### src/ghb_pkg.sv
package ghb_pkg;
  // host i/o map
  localparam logic [15:0] ATTR_IDX_PORT = 16'h03c0;
  localparam logic [15:0] MISC_WR_PORT = 16'h03c2;
  localparam logic [15:0] SEQ_IDX_PORT = 16'h03c4;
  localparam logic [15:0] PAL_FIRST_PORT = 16'h03c6;
  localparam logic [15:0] PAL_LAST_PORT = 16'h03c9;
  localparam logic [15:0] MISC_RD_PORT = 16'h03cc;
  localparam logic [15:0] GFX_IDX_PORT = 16'h03ce;
  localparam logic [15:0] CRT_MONO_PORT = 16'h03b4;
  localparam logic [15:0] CRT_COLOR_PORT = 16'h03d4;
  localparam logic [15:0] STAT_MONO_PORT = 16'h03ba;
  localparam logic [15:0] STAT_COLOR_PORT = 16'h03da;
  localparam logic [15:0] EXT_IDX_PORT = 16'h03d6;
  localparam logic [15:0] EXT_DAT_PORT = 16'h03d7;
  // indexed register banks
  localparam logic [1:0] BANK_SEQ = 2'h0;
  localparam logic [1:0] BANK_GFX = 2'h1;
  localparam logic [1:0] BANK_CRT = 2'h2;
  localparam logic [1:0] BANK_ATTR = 2'h3;
  localparam int IDX_W = 5;
  localparam int RF_AW = 7;
  localparam logic [4:0] SEQ_MAP_MASK = 5'h02;
  localparam logic [4:0] SEQ_MEM_MODE = 5'h04;
  localparam int CHAIN4_BIT = 3;
  localparam logic [4:0] GFX_READ_MAP = 5'h04;
  localparam logic [4:0] GFX_MODE = 5'h05;
  localparam int ODD_EVEN_BIT = 4;
  localparam int MISC_COLOR_BIT = 0;
  // extended registers
  localparam logic [7:0] EXT_UNLOCK_A = 8'h00;
  localparam logic [7:0] EXT_UNLOCK_B = 8'h01;
  localparam logic [7:0] EXT_WIDTH = 8'h02;
  localparam logic [7:0] EXT_LATCH_BASE = 8'h04;
  localparam logic [7:0] EXT_ATTR_FF = 8'h08;
  localparam logic [7:0] EXT_BANK = 8'h09;
  localparam int WIDTH_MEM_BIT = 0;
  localparam int WIDTH_IO_BIT = 1;
  // memory decode: a0000-bffff window, c0000-c7fff video rom
  localparam logic [2:0] WIN_BASE_HI = 3'h5;
  localparam logic [4:0] ROM_BASE_HI = 5'h18;
  localparam logic [7:0] RESET_BYTE = 8'h00;

  typedef enum logic [2:0] {
    M_IDLE, M_ADDR, M_STROBE, M_CAPT, M_DONE
  } ghb_mstate_t;

  typedef struct packed {
    logic [17:0] lin;
    logic wr;
    logic two;
    logic hi;
    logic [15:0] wdata;
  } ghb_mem_req_t;

  typedef struct packed {
    logic valid;
    logic word;
    logic hi;
    logic from_rf;
    logic from_pal;
    logic fast;
    logic [7:0] dval;
  } ghb_io_stage_t;
endpackage

### src/ghb_host_if.sv
module ghb_host_if (
  input wire logic CLK, // 100 MHz block clock
  input wire logic RST_N, // async reset, active low
  input wire logic BUS_STYLE_MCA, // strap: 1 = channel style
  input wire logic [19:0] HOST_ADDR, // host address
  input wire logic UPPER_BYTE_ENABLE_N, // upper byte enable, low
  input wire logic HOST_MEM_RD, // memory read request pulse
  input wire logic HOST_MEM_WR, // memory write request pulse
  input wire logic HOST_IO_RD, // i/o read request pulse
  input wire logic HOST_IO_WR, // i/o write request pulse
  input wire logic [15:0] HOST_WDATA, // host write data
  input wire logic FAST_SELECT, // fast handshake request
  input wire logic [7:0] DISPLAY_STATUS, // input status port value
  input wire logic [7:0] PAL_DATA_IN, // palette data bus in
  input wire logic MCLK_IN, // memory sequencing clock level
  input wire logic DOT_CLK_IN, // dot clock level
  input wire logic [31:0] MEM_RDATA, // plane read data
  output logic [15:0] HOST_RDATA, // host read data
  output logic HOST_READY, // transfer done pulse
  output logic HOST_WIDE16, // device takes 16-bit cycle
  output logic FAST_ACK, // fast handshake answer
  output logic VIDEO_ROM_SELECT_N, // video rom select, low
  output logic PAL_RD_N, // palette read strobe
  output logic PAL_WR_N, // palette write strobe
  output logic [1:0] PAL_ADDR, // palette register select
  output logic [7:0] PAL_DATA_OUT, // palette data bus out
  output logic PAL_DATA_OE, // palette data drive enable
  output logic [15:0] MEM_ADDR, // plane address
  output logic [3:0] MEM_PLANE_EN, // plane enables
  output logic MEM_CS_N, // memory strobe, low
  output logic MEM_WE_N, // memory write, low
  output logic [31:0] MEM_WDATA // plane write data
);
  logic strap_mca, strap_taken;
  logic [7:0] idx_reg [4];
  logic [7:0] misc_reg, ext_idx;
  logic attr_ff, unlock_a, unlock_b, mem16_en, io16_en, bank_hi;
  logic [3:0] map_mask;
  logic [1:0] read_map;
  logic chain4, odd_even;
  logic [7:0] latch [4];
  ghb_pkg::ghb_io_stage_t st1;
  logic hold_v;
  logic [15:0] hold_data;
  ghb_pkg::ghb_mem_req_t mreq;
  ghb_pkg::ghb_mstate_t mstate;
  logic second;
  logic [7:0] rd_lo, rd_hi;
  logic mclk_tick, dot_tick;
  logic [7:0] rf_rdata;
  // decode
  logic [15:0] pair_base, crt_idx, stat_port;
  logic hit_seq, hit_gfx, hit_crt, hit_attr, is_pair, ube, io_req, idle;
  logic word_io, io_hi, pal_hit, unlocked, win_hit, rom_hit, mem_req;
  logic [1:0] bank;
  logic [7:0] cur_idx, wbyte, dval, ext_rd, b_now, step_byte;
  logic rf_we;
  logic [ghb_pkg::RF_AW-1:0] rf_waddr, rf_raddr;
  logic [7:0] rf_wdata;
  logic [15:0] io_resp, mem_resp, step_addr;
  logic [1:0] step_pl, rd_pl;
  logic [3:0] wr_en;

  ghb_edge #(.RISE(1'b1)) u_mclk (
    .clk(CLK), .rst_n(RST_N), .lvl(MCLK_IN), .tick(mclk_tick)
  );
  // memory strobes launch on the falling dot edge
  ghb_edge #(.RISE(1'b0)) u_dot (
    .clk(CLK), .rst_n(RST_N), .lvl(DOT_CLK_IN), .tick(dot_tick)
  );
  ghb_regfile #(.AW(ghb_pkg::RF_AW), .DW(8)) u_rf (
    .clk(CLK), .rst_n(RST_N), .we(rf_we), .waddr(rf_waddr),
    .wdata(rf_wdata), .raddr(rf_raddr), .rdata(rf_rdata)
  );

  always_comb begin
    crt_idx = misc_reg[ghb_pkg::MISC_COLOR_BIT] ? ghb_pkg::CRT_COLOR_PORT
                                                : ghb_pkg::CRT_MONO_PORT;
    stat_port = misc_reg[ghb_pkg::MISC_COLOR_BIT] ? ghb_pkg::STAT_COLOR_PORT
                                                  : ghb_pkg::STAT_MONO_PORT;
    pair_base = {HOST_ADDR[15:1], 1'b0};
    hit_seq = pair_base == ghb_pkg::SEQ_IDX_PORT;
    hit_gfx = pair_base == ghb_pkg::GFX_IDX_PORT;
    hit_crt = pair_base == crt_idx;
    hit_attr = pair_base == ghb_pkg::ATTR_IDX_PORT;
    is_pair = hit_seq | hit_gfx | hit_crt | hit_attr;
    bank = hit_gfx ? ghb_pkg::BANK_GFX : hit_crt ? ghb_pkg::BANK_CRT :
           hit_attr ? ghb_pkg::BANK_ATTR : ghb_pkg::BANK_SEQ;
    cur_idx = idx_reg[bank];
    ube = ~UPPER_BYTE_ENABLE_N;
    io_req = HOST_IO_RD | HOST_IO_WR;
    idle = ~st1.valid & ~hold_v & (mstate == ghb_pkg::M_IDLE);
    word_io = io16_en & is_pair & ~HOST_ADDR[0] & ube;
    io_hi = io16_en & HOST_ADDR[0] & ube;
    wbyte = io_hi ? HOST_WDATA[15:8] : HOST_WDATA[7:0];
    pal_hit = (HOST_ADDR[15:0] >= ghb_pkg::PAL_FIRST_PORT) &&
              (HOST_ADDR[15:0] <= ghb_pkg::PAL_LAST_PORT);
    unlocked = unlock_a & unlock_b;
    win_hit = HOST_ADDR[19:17] == ghb_pkg::WIN_BASE_HI;
    rom_hit = HOST_ADDR[19:15] == ghb_pkg::ROM_BASE_HI;
    mem_req = (HOST_MEM_RD | HOST_MEM_WR) & win_hit & idle;
    // attribute data goes in on the second byte write to the index port
    rf_we = HOST_IO_WR & idle & (word_io | (is_pair & ~hit_attr &
            HOST_ADDR[0]) | (hit_attr & ~HOST_ADDR[0] & attr_ff));
    rf_waddr = {bank, word_io ? HOST_WDATA[4:0] : cur_idx[4:0]};
    rf_wdata = word_io ? HOST_WDATA[15:8] : wbyte;
    rf_raddr = {bank, cur_idx[4:0]};
    ext_rd = ghb_pkg::RESET_BYTE;
    if (ext_idx == ghb_pkg::EXT_UNLOCK_A) ext_rd = {7'h00, unlock_a};
    else if (ext_idx == ghb_pkg::EXT_UNLOCK_B) ext_rd = {7'h00, unlock_b};
    else if (!unlocked) ext_rd = ghb_pkg::RESET_BYTE;
    else if (ext_idx == ghb_pkg::EXT_WIDTH) ext_rd = {6'h00, io16_en, mem16_en};
    else if (ext_idx[7:2] == ghb_pkg::EXT_LATCH_BASE[7:2])
      ext_rd = latch[ext_idx[1:0]];
    else if (ext_idx == ghb_pkg::EXT_ATTR_FF) ext_rd = {7'h00, attr_ff};
    else if (ext_idx == ghb_pkg::EXT_BANK) ext_rd = {7'h00, bank_hi};
    if (is_pair) dval = cur_idx;
    else if (HOST_ADDR[15:0] == ghb_pkg::MISC_RD_PORT) dval = misc_reg;
    else if (HOST_ADDR[15:0] == stat_port) dval = DISPLAY_STATUS;
    else if (HOST_ADDR[15:0] == ghb_pkg::EXT_IDX_PORT) dval = ext_idx;
    else if (HOST_ADDR[15:0] == ghb_pkg::EXT_DAT_PORT) dval = ext_rd;
    else dval = ghb_pkg::RESET_BYTE;
    b_now = st1.from_rf ? rf_rdata : st1.from_pal ? PAL_DATA_IN : st1.dval;
    io_resp = st1.word ? {rf_rdata, st1.dval} :
              st1.hi ? {b_now, 8'h00} : {8'h00, b_now};
    mem_resp = mreq.two ? {rd_hi, rd_lo} :
               mreq.hi ? {rd_hi, 8'h00} : {8'h00, rd_hi};
    // chain4 and odd/even map the 18-bit linear offset onto planes; planar uses offset bits 15:0 and takes the plane from read_map
    if (chain4) begin
      step_addr = mreq.lin[17:2];
      step_pl = mreq.lin[1:0];
    end else if (odd_even) begin
      step_addr = mreq.lin[16:1];
      step_pl = {mreq.lin[17], mreq.lin[0]};
    end else begin
      step_addr = mreq.lin[15:0];
      step_pl = read_map;
    end
    rd_pl = step_pl;
    wr_en = (chain4 | odd_even) ? (4'h1 << step_pl) & map_mask : map_mask;
    step_byte = (second | mreq.hi) ? mreq.wdata[15:8] : mreq.wdata[7:0];
  end

  // strap is caught once after reset release
  always_ff @(posedge CLK or negedge RST_N) begin
    if (!RST_N) begin
      strap_mca <= 1'b0;
      strap_taken <= 1'b0;
    end else if (!strap_taken) begin
      strap_mca <= BUS_STYLE_MCA;
      strap_taken <= 1'b1;
    end
  end

  // standard indexes, misc, attribute toggle and register shadows
  always_ff @(posedge CLK or negedge RST_N) begin
    if (!RST_N) begin
      for (int i = 0; i < 4; i++) idx_reg[i] <= ghb_pkg::RESET_BYTE;
      misc_reg <= ghb_pkg::RESET_BYTE;
      attr_ff <= 1'b0;
      map_mask <= 4'h0;
      read_map <= 2'h0;
      chain4 <= 1'b0;
      odd_even <= 1'b0;
    end else if (io_req && idle) begin
      if (HOST_IO_WR && is_pair && !HOST_ADDR[0] &&
          (!hit_attr || word_io || !attr_ff))
        idx_reg[bank] <= HOST_WDATA[7:0];
      if (HOST_IO_WR && hit_attr && !HOST_ADDR[0] && !word_io)
        attr_ff <= ~attr_ff;
      if (HOST_IO_RD && HOST_ADDR[15:0] == stat_port)
        attr_ff <= 1'b0;
      if (HOST_IO_WR && HOST_ADDR[15:0] == ghb_pkg::MISC_WR_PORT)
        misc_reg <= wbyte;
      // shadows follow the standard bit layout, nothing added
      if (rf_we && rf_waddr == {ghb_pkg::BANK_SEQ, ghb_pkg::SEQ_MAP_MASK})
        map_mask <= rf_wdata[3:0];
      if (rf_we && rf_waddr == {ghb_pkg::BANK_SEQ, ghb_pkg::SEQ_MEM_MODE})
        chain4 <= rf_wdata[ghb_pkg::CHAIN4_BIT];
      if (rf_we && rf_waddr == {ghb_pkg::BANK_GFX, ghb_pkg::GFX_READ_MAP})
        read_map <= rf_wdata[1:0];
      if (rf_we && rf_waddr == {ghb_pkg::BANK_GFX, ghb_pkg::GFX_MODE})
        odd_even <= rf_wdata[ghb_pkg::ODD_EVEN_BIT];
    end
  end

  // extended registers
  always_ff @(posedge CLK or negedge RST_N) begin
    if (!RST_N) begin
      ext_idx <= ghb_pkg::RESET_BYTE;
      unlock_a <= 1'b0;
      unlock_b <= 1'b0;
      mem16_en <= 1'b0;
      io16_en <= 1'b0;
      bank_hi <= 1'b0;
    end else if (HOST_IO_WR && idle) begin
      if (HOST_ADDR[15:0] == ghb_pkg::EXT_IDX_PORT) ext_idx <= wbyte;
      if (HOST_ADDR[15:0] == ghb_pkg::EXT_DAT_PORT) begin
        if (ext_idx == ghb_pkg::EXT_UNLOCK_A) unlock_a <= wbyte[0];
        if (ext_idx == ghb_pkg::EXT_UNLOCK_B) unlock_b <= wbyte[0];
        if (unlocked && ext_idx == ghb_pkg::EXT_WIDTH) begin
          mem16_en <= wbyte[ghb_pkg::WIDTH_MEM_BIT];
          io16_en <= wbyte[ghb_pkg::WIDTH_IO_BIT];
        end
        if (unlocked && ext_idx == ghb_pkg::EXT_BANK) bank_hi <= wbyte[0];
      end
    end
  end

  // i/o pipeline, host answer, palette and rom strobes
  always_ff @(posedge CLK or negedge RST_N) begin
    if (!RST_N) begin
      st1 <= '0;
      hold_v <= 1'b0;
      hold_data <= 16'h0000;
      HOST_RDATA <= 16'h0000;
      HOST_READY <= 1'b0;
      HOST_WIDE16 <= 1'b0;
      FAST_ACK <= 1'b0;
      VIDEO_ROM_SELECT_N <= 1'b1;
      PAL_RD_N <= 1'b1;
      PAL_WR_N <= 1'b1;
      PAL_ADDR <= 2'h0;
      PAL_DATA_OUT <= ghb_pkg::RESET_BYTE;
      PAL_DATA_OE <= 1'b0;
    end else begin
      st1.valid <= io_req & idle;
      st1.word <= word_io;
      st1.hi <= io_hi;
      st1.from_rf <= is_pair & HOST_ADDR[0];
      st1.from_pal <= pal_hit;
      st1.fast <= FAST_SELECT;
      st1.dval <= dval;
      HOST_WIDE16 <= (io_req & idle & word_io) |
                     (mem_req & mem16_en & ~HOST_ADDR[0] & ube);
      VIDEO_ROM_SELECT_N <= ~(HOST_MEM_RD & rom_hit & idle & ~strap_mca);
      PAL_RD_N <= ~(HOST_IO_RD & idle & pal_hit);
      PAL_WR_N <= ~(HOST_IO_WR & idle & pal_hit);
      PAL_DATA_OE <= HOST_IO_WR & idle & pal_hit;
      if (io_req && idle && pal_hit) begin
        PAL_ADDR <= HOST_ADDR[1:0] ^ 2'h2;
        PAL_DATA_OUT <= wbyte;
      end
      hold_v <= st1.valid & ~st1.fast;
      hold_data <= io_resp;
      HOST_READY <= 1'b0;
      FAST_ACK <= 1'b0;
      // fixed latency on i/o: answer 2 cycles after the request with FAST_SELECT, 3 cycles without
      if (st1.valid && st1.fast) begin
        HOST_READY <= 1'b1;
        FAST_ACK <= 1'b1;
        HOST_RDATA <= io_resp;
      end else if (hold_v) begin
        HOST_READY <= 1'b1;
        HOST_RDATA <= hold_data;
      end else if (mstate == ghb_pkg::M_DONE) begin
        HOST_READY <= 1'b1;
        HOST_RDATA <= mem_resp;
      end
    end
  end

  // display memory sequencer: steps on mclk, strobe on dot clock
  always_ff @(posedge CLK or negedge RST_N) begin
    if (!RST_N) begin
      mstate <= ghb_pkg::M_IDLE;
      mreq <= '0;
      second <= 1'b0;
      rd_lo <= ghb_pkg::RESET_BYTE;
      rd_hi <= ghb_pkg::RESET_BYTE;
      for (int i = 0; i < 4; i++) latch[i] <= ghb_pkg::RESET_BYTE;
      MEM_ADDR <= 16'h0000;
      MEM_PLANE_EN <= 4'h0;
      MEM_CS_N <= 1'b1;
      MEM_WE_N <= 1'b1;
      MEM_WDATA <= 32'h0000_0000;
    end else begin
      unique case (mstate)
        ghb_pkg::M_IDLE: if (mem_req) begin
          mreq.lin <= {bank_hi, HOST_ADDR[16:0]};
          mreq.wr <= HOST_MEM_WR;
          mreq.two <= mem16_en & ~HOST_ADDR[0] & ube;
          mreq.hi <= mem16_en & HOST_ADDR[0] & ube;
          mreq.wdata <= HOST_WDATA;
          second <= 1'b0;
          mstate <= ghb_pkg::M_ADDR;
        end
        ghb_pkg::M_ADDR: if (mclk_tick) begin
          MEM_ADDR <= step_addr;
          MEM_PLANE_EN <= mreq.wr ? wr_en : 4'hf;
          MEM_WDATA <= {4{step_byte}};
          mstate <= ghb_pkg::M_STROBE;
        end
        ghb_pkg::M_STROBE: if (dot_tick) begin
          MEM_CS_N <= 1'b0;
          MEM_WE_N <= ~mreq.wr;
          mstate <= ghb_pkg::M_CAPT;
        end
        ghb_pkg::M_CAPT: if (mclk_tick) begin
          MEM_CS_N <= 1'b1;
          MEM_WE_N <= 1'b1;
          if (!mreq.wr) begin
            for (int i = 0; i < 4; i++) latch[i] <= MEM_RDATA[8*i +: 8];
          end
          // a word is two byte steps, the upper one at the next offset
          if (mreq.two && !second) begin
            rd_lo <= MEM_RDATA[8*rd_pl +: 8];
            second <= 1'b1;
            mreq.lin <= mreq.lin + 18'h00001;
            mstate <= ghb_pkg::M_ADDR;
          end else begin
            rd_hi <= MEM_RDATA[8*rd_pl +: 8];
            mstate <= ghb_pkg::M_DONE;
          end
        end
        ghb_pkg::M_DONE: mstate <= ghb_pkg::M_IDLE;
      endcase
    end
  end
endmodule

### src/ghb_edge.sv
module ghb_edge #(
  parameter bit RISE = 1'b1
) (
  input wire logic clk, // block clock
  input wire logic rst_n, // async reset, active low
  input wire logic lvl, // sampled clock level
  output logic tick // one-cycle pulse per chosen edge
);
  logic prev;

  always_ff @(posedge clk or negedge rst_n) begin
    if (!rst_n) begin
      prev <= 1'b0;
      tick <= 1'b0;
    end else begin
      prev <= lvl;
      tick <= RISE ? (lvl & ~prev) : (~lvl & prev);
    end
  end
endmodule

### src/ghb_regfile.sv
module ghb_regfile #(
  parameter int AW = 7,
  parameter int DW = 8
) (
  input wire logic clk, // block clock
  input wire logic rst_n, // async reset, active low
  input wire logic we, // write strobe
  input wire logic [AW-1:0] waddr, // write address
  input wire logic [DW-1:0] wdata, // write data
  input wire logic [AW-1:0] raddr, // read address
  output logic [DW-1:0] rdata // registered read data
);
  logic [DW-1:0] mem [2**AW];

  // array has no reset: contents of standard registers are undefined at power-up
  always_ff @(posedge clk) begin
    if (we) begin
      mem[waddr] <= wdata;
    end
  end

  always_ff @(posedge clk or negedge rst_n) begin
    if (!rst_n) begin
      rdata <= '0;
    end else begin
      rdata <= mem[raddr];
    end
  end
endmodule

### config.mk
export PLATFORM = sky130hd
export DESIGN_NAME = ghb_host_if
export DESIGN_NICKNAME = d
export VERILOG_FILES = /design/src/ghb_pkg.sv /design/src/ghb_host_if.sv /design/src/ghb_edge.sv /design/src/ghb_regfile.sv
export SDC_FILE = /design/constraint.sdc
export NUM_CORES = 2
export LEC_CHECK = 0
export BUFFER_PORTS_ARGS = -buffer_cell sky130_fd_sc_hd__buf_2
export CORE_MARGIN = 5
export CORE_UTILIZATION = 62
export CTS_BUF_LIST = sky130_fd_sc_hd__clkbuf_16
export DETAILED_ROUTE_END_ITERATION = 6
export PLACE_DENSITY_LB_ADDON = 0.25
export SETUP_SLACK_MARGIN = 0.15
export SYNTH_ARGS = -nofsm -noshare
export SYNTH_HDL_FRONTEND = slang
export SYNTH_HIERARCHICAL = 1
export SYNTH_SLANG_ARGS = --single-unit
### constraint.sdc
create_clock -name CLK -period 18 [get_ports CLK]
set_input_delay 3.6 -clock CLK [delete_from_list [all_inputs] [get_ports CLK]]
set_output_delay 3.6 -clock CLK [all_outputs]
set_load 0.005 [all_outputs]
==> impl_metrics.yaml <==
status:
  outcome: "finished with violations"
  violations: "max-capacitance violations, max-slew violations"
logic_synthesis:
  ys_seq_area_share_pct: 71.1
  async_reset_ff_share_pct: 20.2
  synthAdderAreaFrac_pct: 0.0239
  avgSynthCellArea_um2: 18.2
  synth_area_um2: 52400
  ys_warn_count: 6
  syn_nets: 2967
  ys.flop_type: "edfxtp_1"
  synth_area_leaders: "edfxtp_1 (59%), mux4_2 (15%), dfrtp_1 (12%)"
  synth_compound_area_share_pct: 3.69
  synth_edf_count: 1024
  synthSimpleGateAreaFrac_pct: 4.89
  synthDistinctLibCells: 83
  synth_top_family_by_area: "multiplexers"
  synth-seq-cells: 1283
  yosysTopAreaCell: "edfxtp_1"
  netlist.area_leader.share_pct: 58.7
  synth_xor_xnor_area_share_pct: 0.0167
  synthCells: 2871
  muxShareOfSynthArea_pct: 18.4
setup_path:
  r2r-start: "misc_reg[0]"
  cp.required_ns: 18.64
  arrival_ns: 10.38
  endpoint_kind: "flop"
  startpoint_type: "input pin"
  crit_type: "input pin to flop"
  crit_fanout: 78
  setup.worst_path.start: "HOST_ADDR[4]"
clock_tree:
  cts.clk_slew.worst_paths_ns: 0.07
  numCtsBuffers: 130
  clock_latency_ns: 0.75
  ctsHoldBuffers: 0
  clockBufferDepth: 3
  h-tree-depth: 4
  clock-sinks: 1283
  cts_setup_buffers: 0
  cts_tree: "yes"
  cts_resized: 0
  clockRootBuffer: "clkbuf_16"
timing:
  skew_ns: 0.0350
  tns_ns: 0
  setup_viol: 0
  fmax_mhz: 103
  layout_worst_path_cycle_share_pct: 54.1
  rsz0062_at_grt: "false"
  hold_viol: 0
  fin_ws_ns: 8.25
  min_period_ns: 9.75
  drv_slew: 9
  fin_hold_ws_ns: 0.438
  worstMarginPinSlew_ns: 1.52
  slew_headroom_pct: -1.49
run:
  maxCapViolations: 1
global_route:
  grt.total_usage_pct: 30.4
  grt_overflow: 0
  grt_antenna_before_repair: 3
  grt_pass1_vias: 29495
  grt_pass1_wl_um: 199000
  grt_max_degree: 139
final_layout:
  fillCellCount: 4968
  stdcell_count: 4285
  final_common_cell: "edfxtp_1"
  top_regs: "u_rf/mem: 1024 flops, mreq: 37 flops"
  fin_util_pct: 70.0
  layout.nets: 3139
  layout-drive-gt1-share_pct: 29.2
  final_cell_mix: "edfxtp_1 (1024), mux4_2 (352), dfrtp_1 (254)"
  largest_reg_flops: 1024
  max_flop_register: "u_rf/mem"
  synthToLayoutAreaGrowth_pct: 11.9
  final_area_um2: 58600
power_and_ir_drop:
  power.leakage_nw: 19.9
  power_density_nw_per_um2: 112
  p_seq_share_pct: 52.3
  power_switching_mw: 1.49
  pwr-share-comb_pct: 6.8
  ir_worst_vdd_mv: 0.0943
  finalPower_mw: 6.57
  p_sw_share_pct: 22.6
  internal_power_mw: 5.08
  clkPwrFrac_pct: 40.9
drt:
  via_per_inst: 6.84
  ant_nets: 0
  first_pass_iters: 6
  wl_per_cell_um: 31.8
  drt_iter0_drc: 4407
  drcViolationCount: 0
  wl_um: 136000
  vias: 29291
place:
  post-dp-hpwl_um: 80500
  placed_cells: 4044
  placed_area_um2: 54300
  routabilityCongestion: 0.908
  preCtsSetupSlack_ns: 7.49
  io_buffers: 181
floorplanning:
  die_w_um: 301
  ios: 182
  die-area_um2: 90400
  core_um2: 83700
  start_util_pct: 62.6
  rows: 106
  die_h_um: 301
worst_hold_path:
  hp-class: "flop to flop"
  hold_start: "st1[8]"
[worst max-delay path, cell delays in order]
cell       delay, ns
buf_2           0.14
nand4bb_1       0.59
nor4_2          1.04
a32oi_1         0.21
o21ai_4         0.12
buf_4           0.65
buf_4           0.91
buf_4           1.01
mux4_2          0.49
mux4_2          0.63
mux4_2          0.51
mux2_2          0.27
[routing by layer]
metal	up-vias	global-route usage [%]	share of wire, %
li1	11787	-	-
met5	-	0	0.022
met3	455	7.90	11
met2	2075	49.9	50
met1	14970	39.6	34
met4	4	12.5	4.9
[Yosys cell counts (11+ instances only)]
master	instances
a21oi_1	85
a22o_1	20
a31oi_1	11
buf_1	23
buf_2	26
buf_4	27
clkbuf_1	110
dfrtp_1	254
edfxtp_1	1024
inv_1	22
mux2_2	98
mux2i_1	48
mux4_2	352
nand2_1	189
nand3_1	28
nand4_1	11
nor2_1	216
nor2b_1	19
nor3_1	20
o211ai_1	11
o21ai_0	120
[final cells by class]
| type | count | area, um2 | share of cell area, % |
|---|---|---|---|
| antenna | 1 | 2.50 | 0.00427 |
| clock buffer | 134 | 3350 | 5.72 |
| clock inverter | 105 | 897 | 1.53 |
| inverter | 22 | 82.6 | 0.141 |
| multi-input combinational | 1374 | 14300 | 24.4 |
| sequential | 1283 | 37200 | 63.6 |
| tap | 1134 | 1420 | 2.42 |
| timing repair buffer | 232 | 1310 | 2.24 |
[power by group through the flow]
stage          clock, mW  sequential [mW]  combinational (mW)
3_3_place_gp           0             3.48               0.426
2_1_floorplan          0             3.46               0.299
3_5_place_dp           0             3.49               0.444
4_1_cts             2.72             3.43               0.448
5_1_grt             2.85             3.45               0.494
6_report            2.69             3.43               0.447
[worst paths after layout]
kind	to	slack, ns	cells after the start
max in group asynchronous	HOST_READY	13.54	2
hold / removal	hold_v	0.44	1
min in group asynchronous	mreq[30]	2.93	1
hold reg to reg	hold_v	0.44	1
setup reg to reg	u_rf/rdata[5]	11.53	11
setup / recovery	u_rf/rdata[5]	8.25	12
[cell families after synthesis]
group,after synthesis
AO/OA/AOI/OAI,310
XOR/XNOR,1
adder cells (fa/ha/maj),1
buffers and inverters,214
flip-flops,1283
multiplexers,507
other,1
AND/OR/NAND/NOR,554
(Power assumes the default switching activity.)
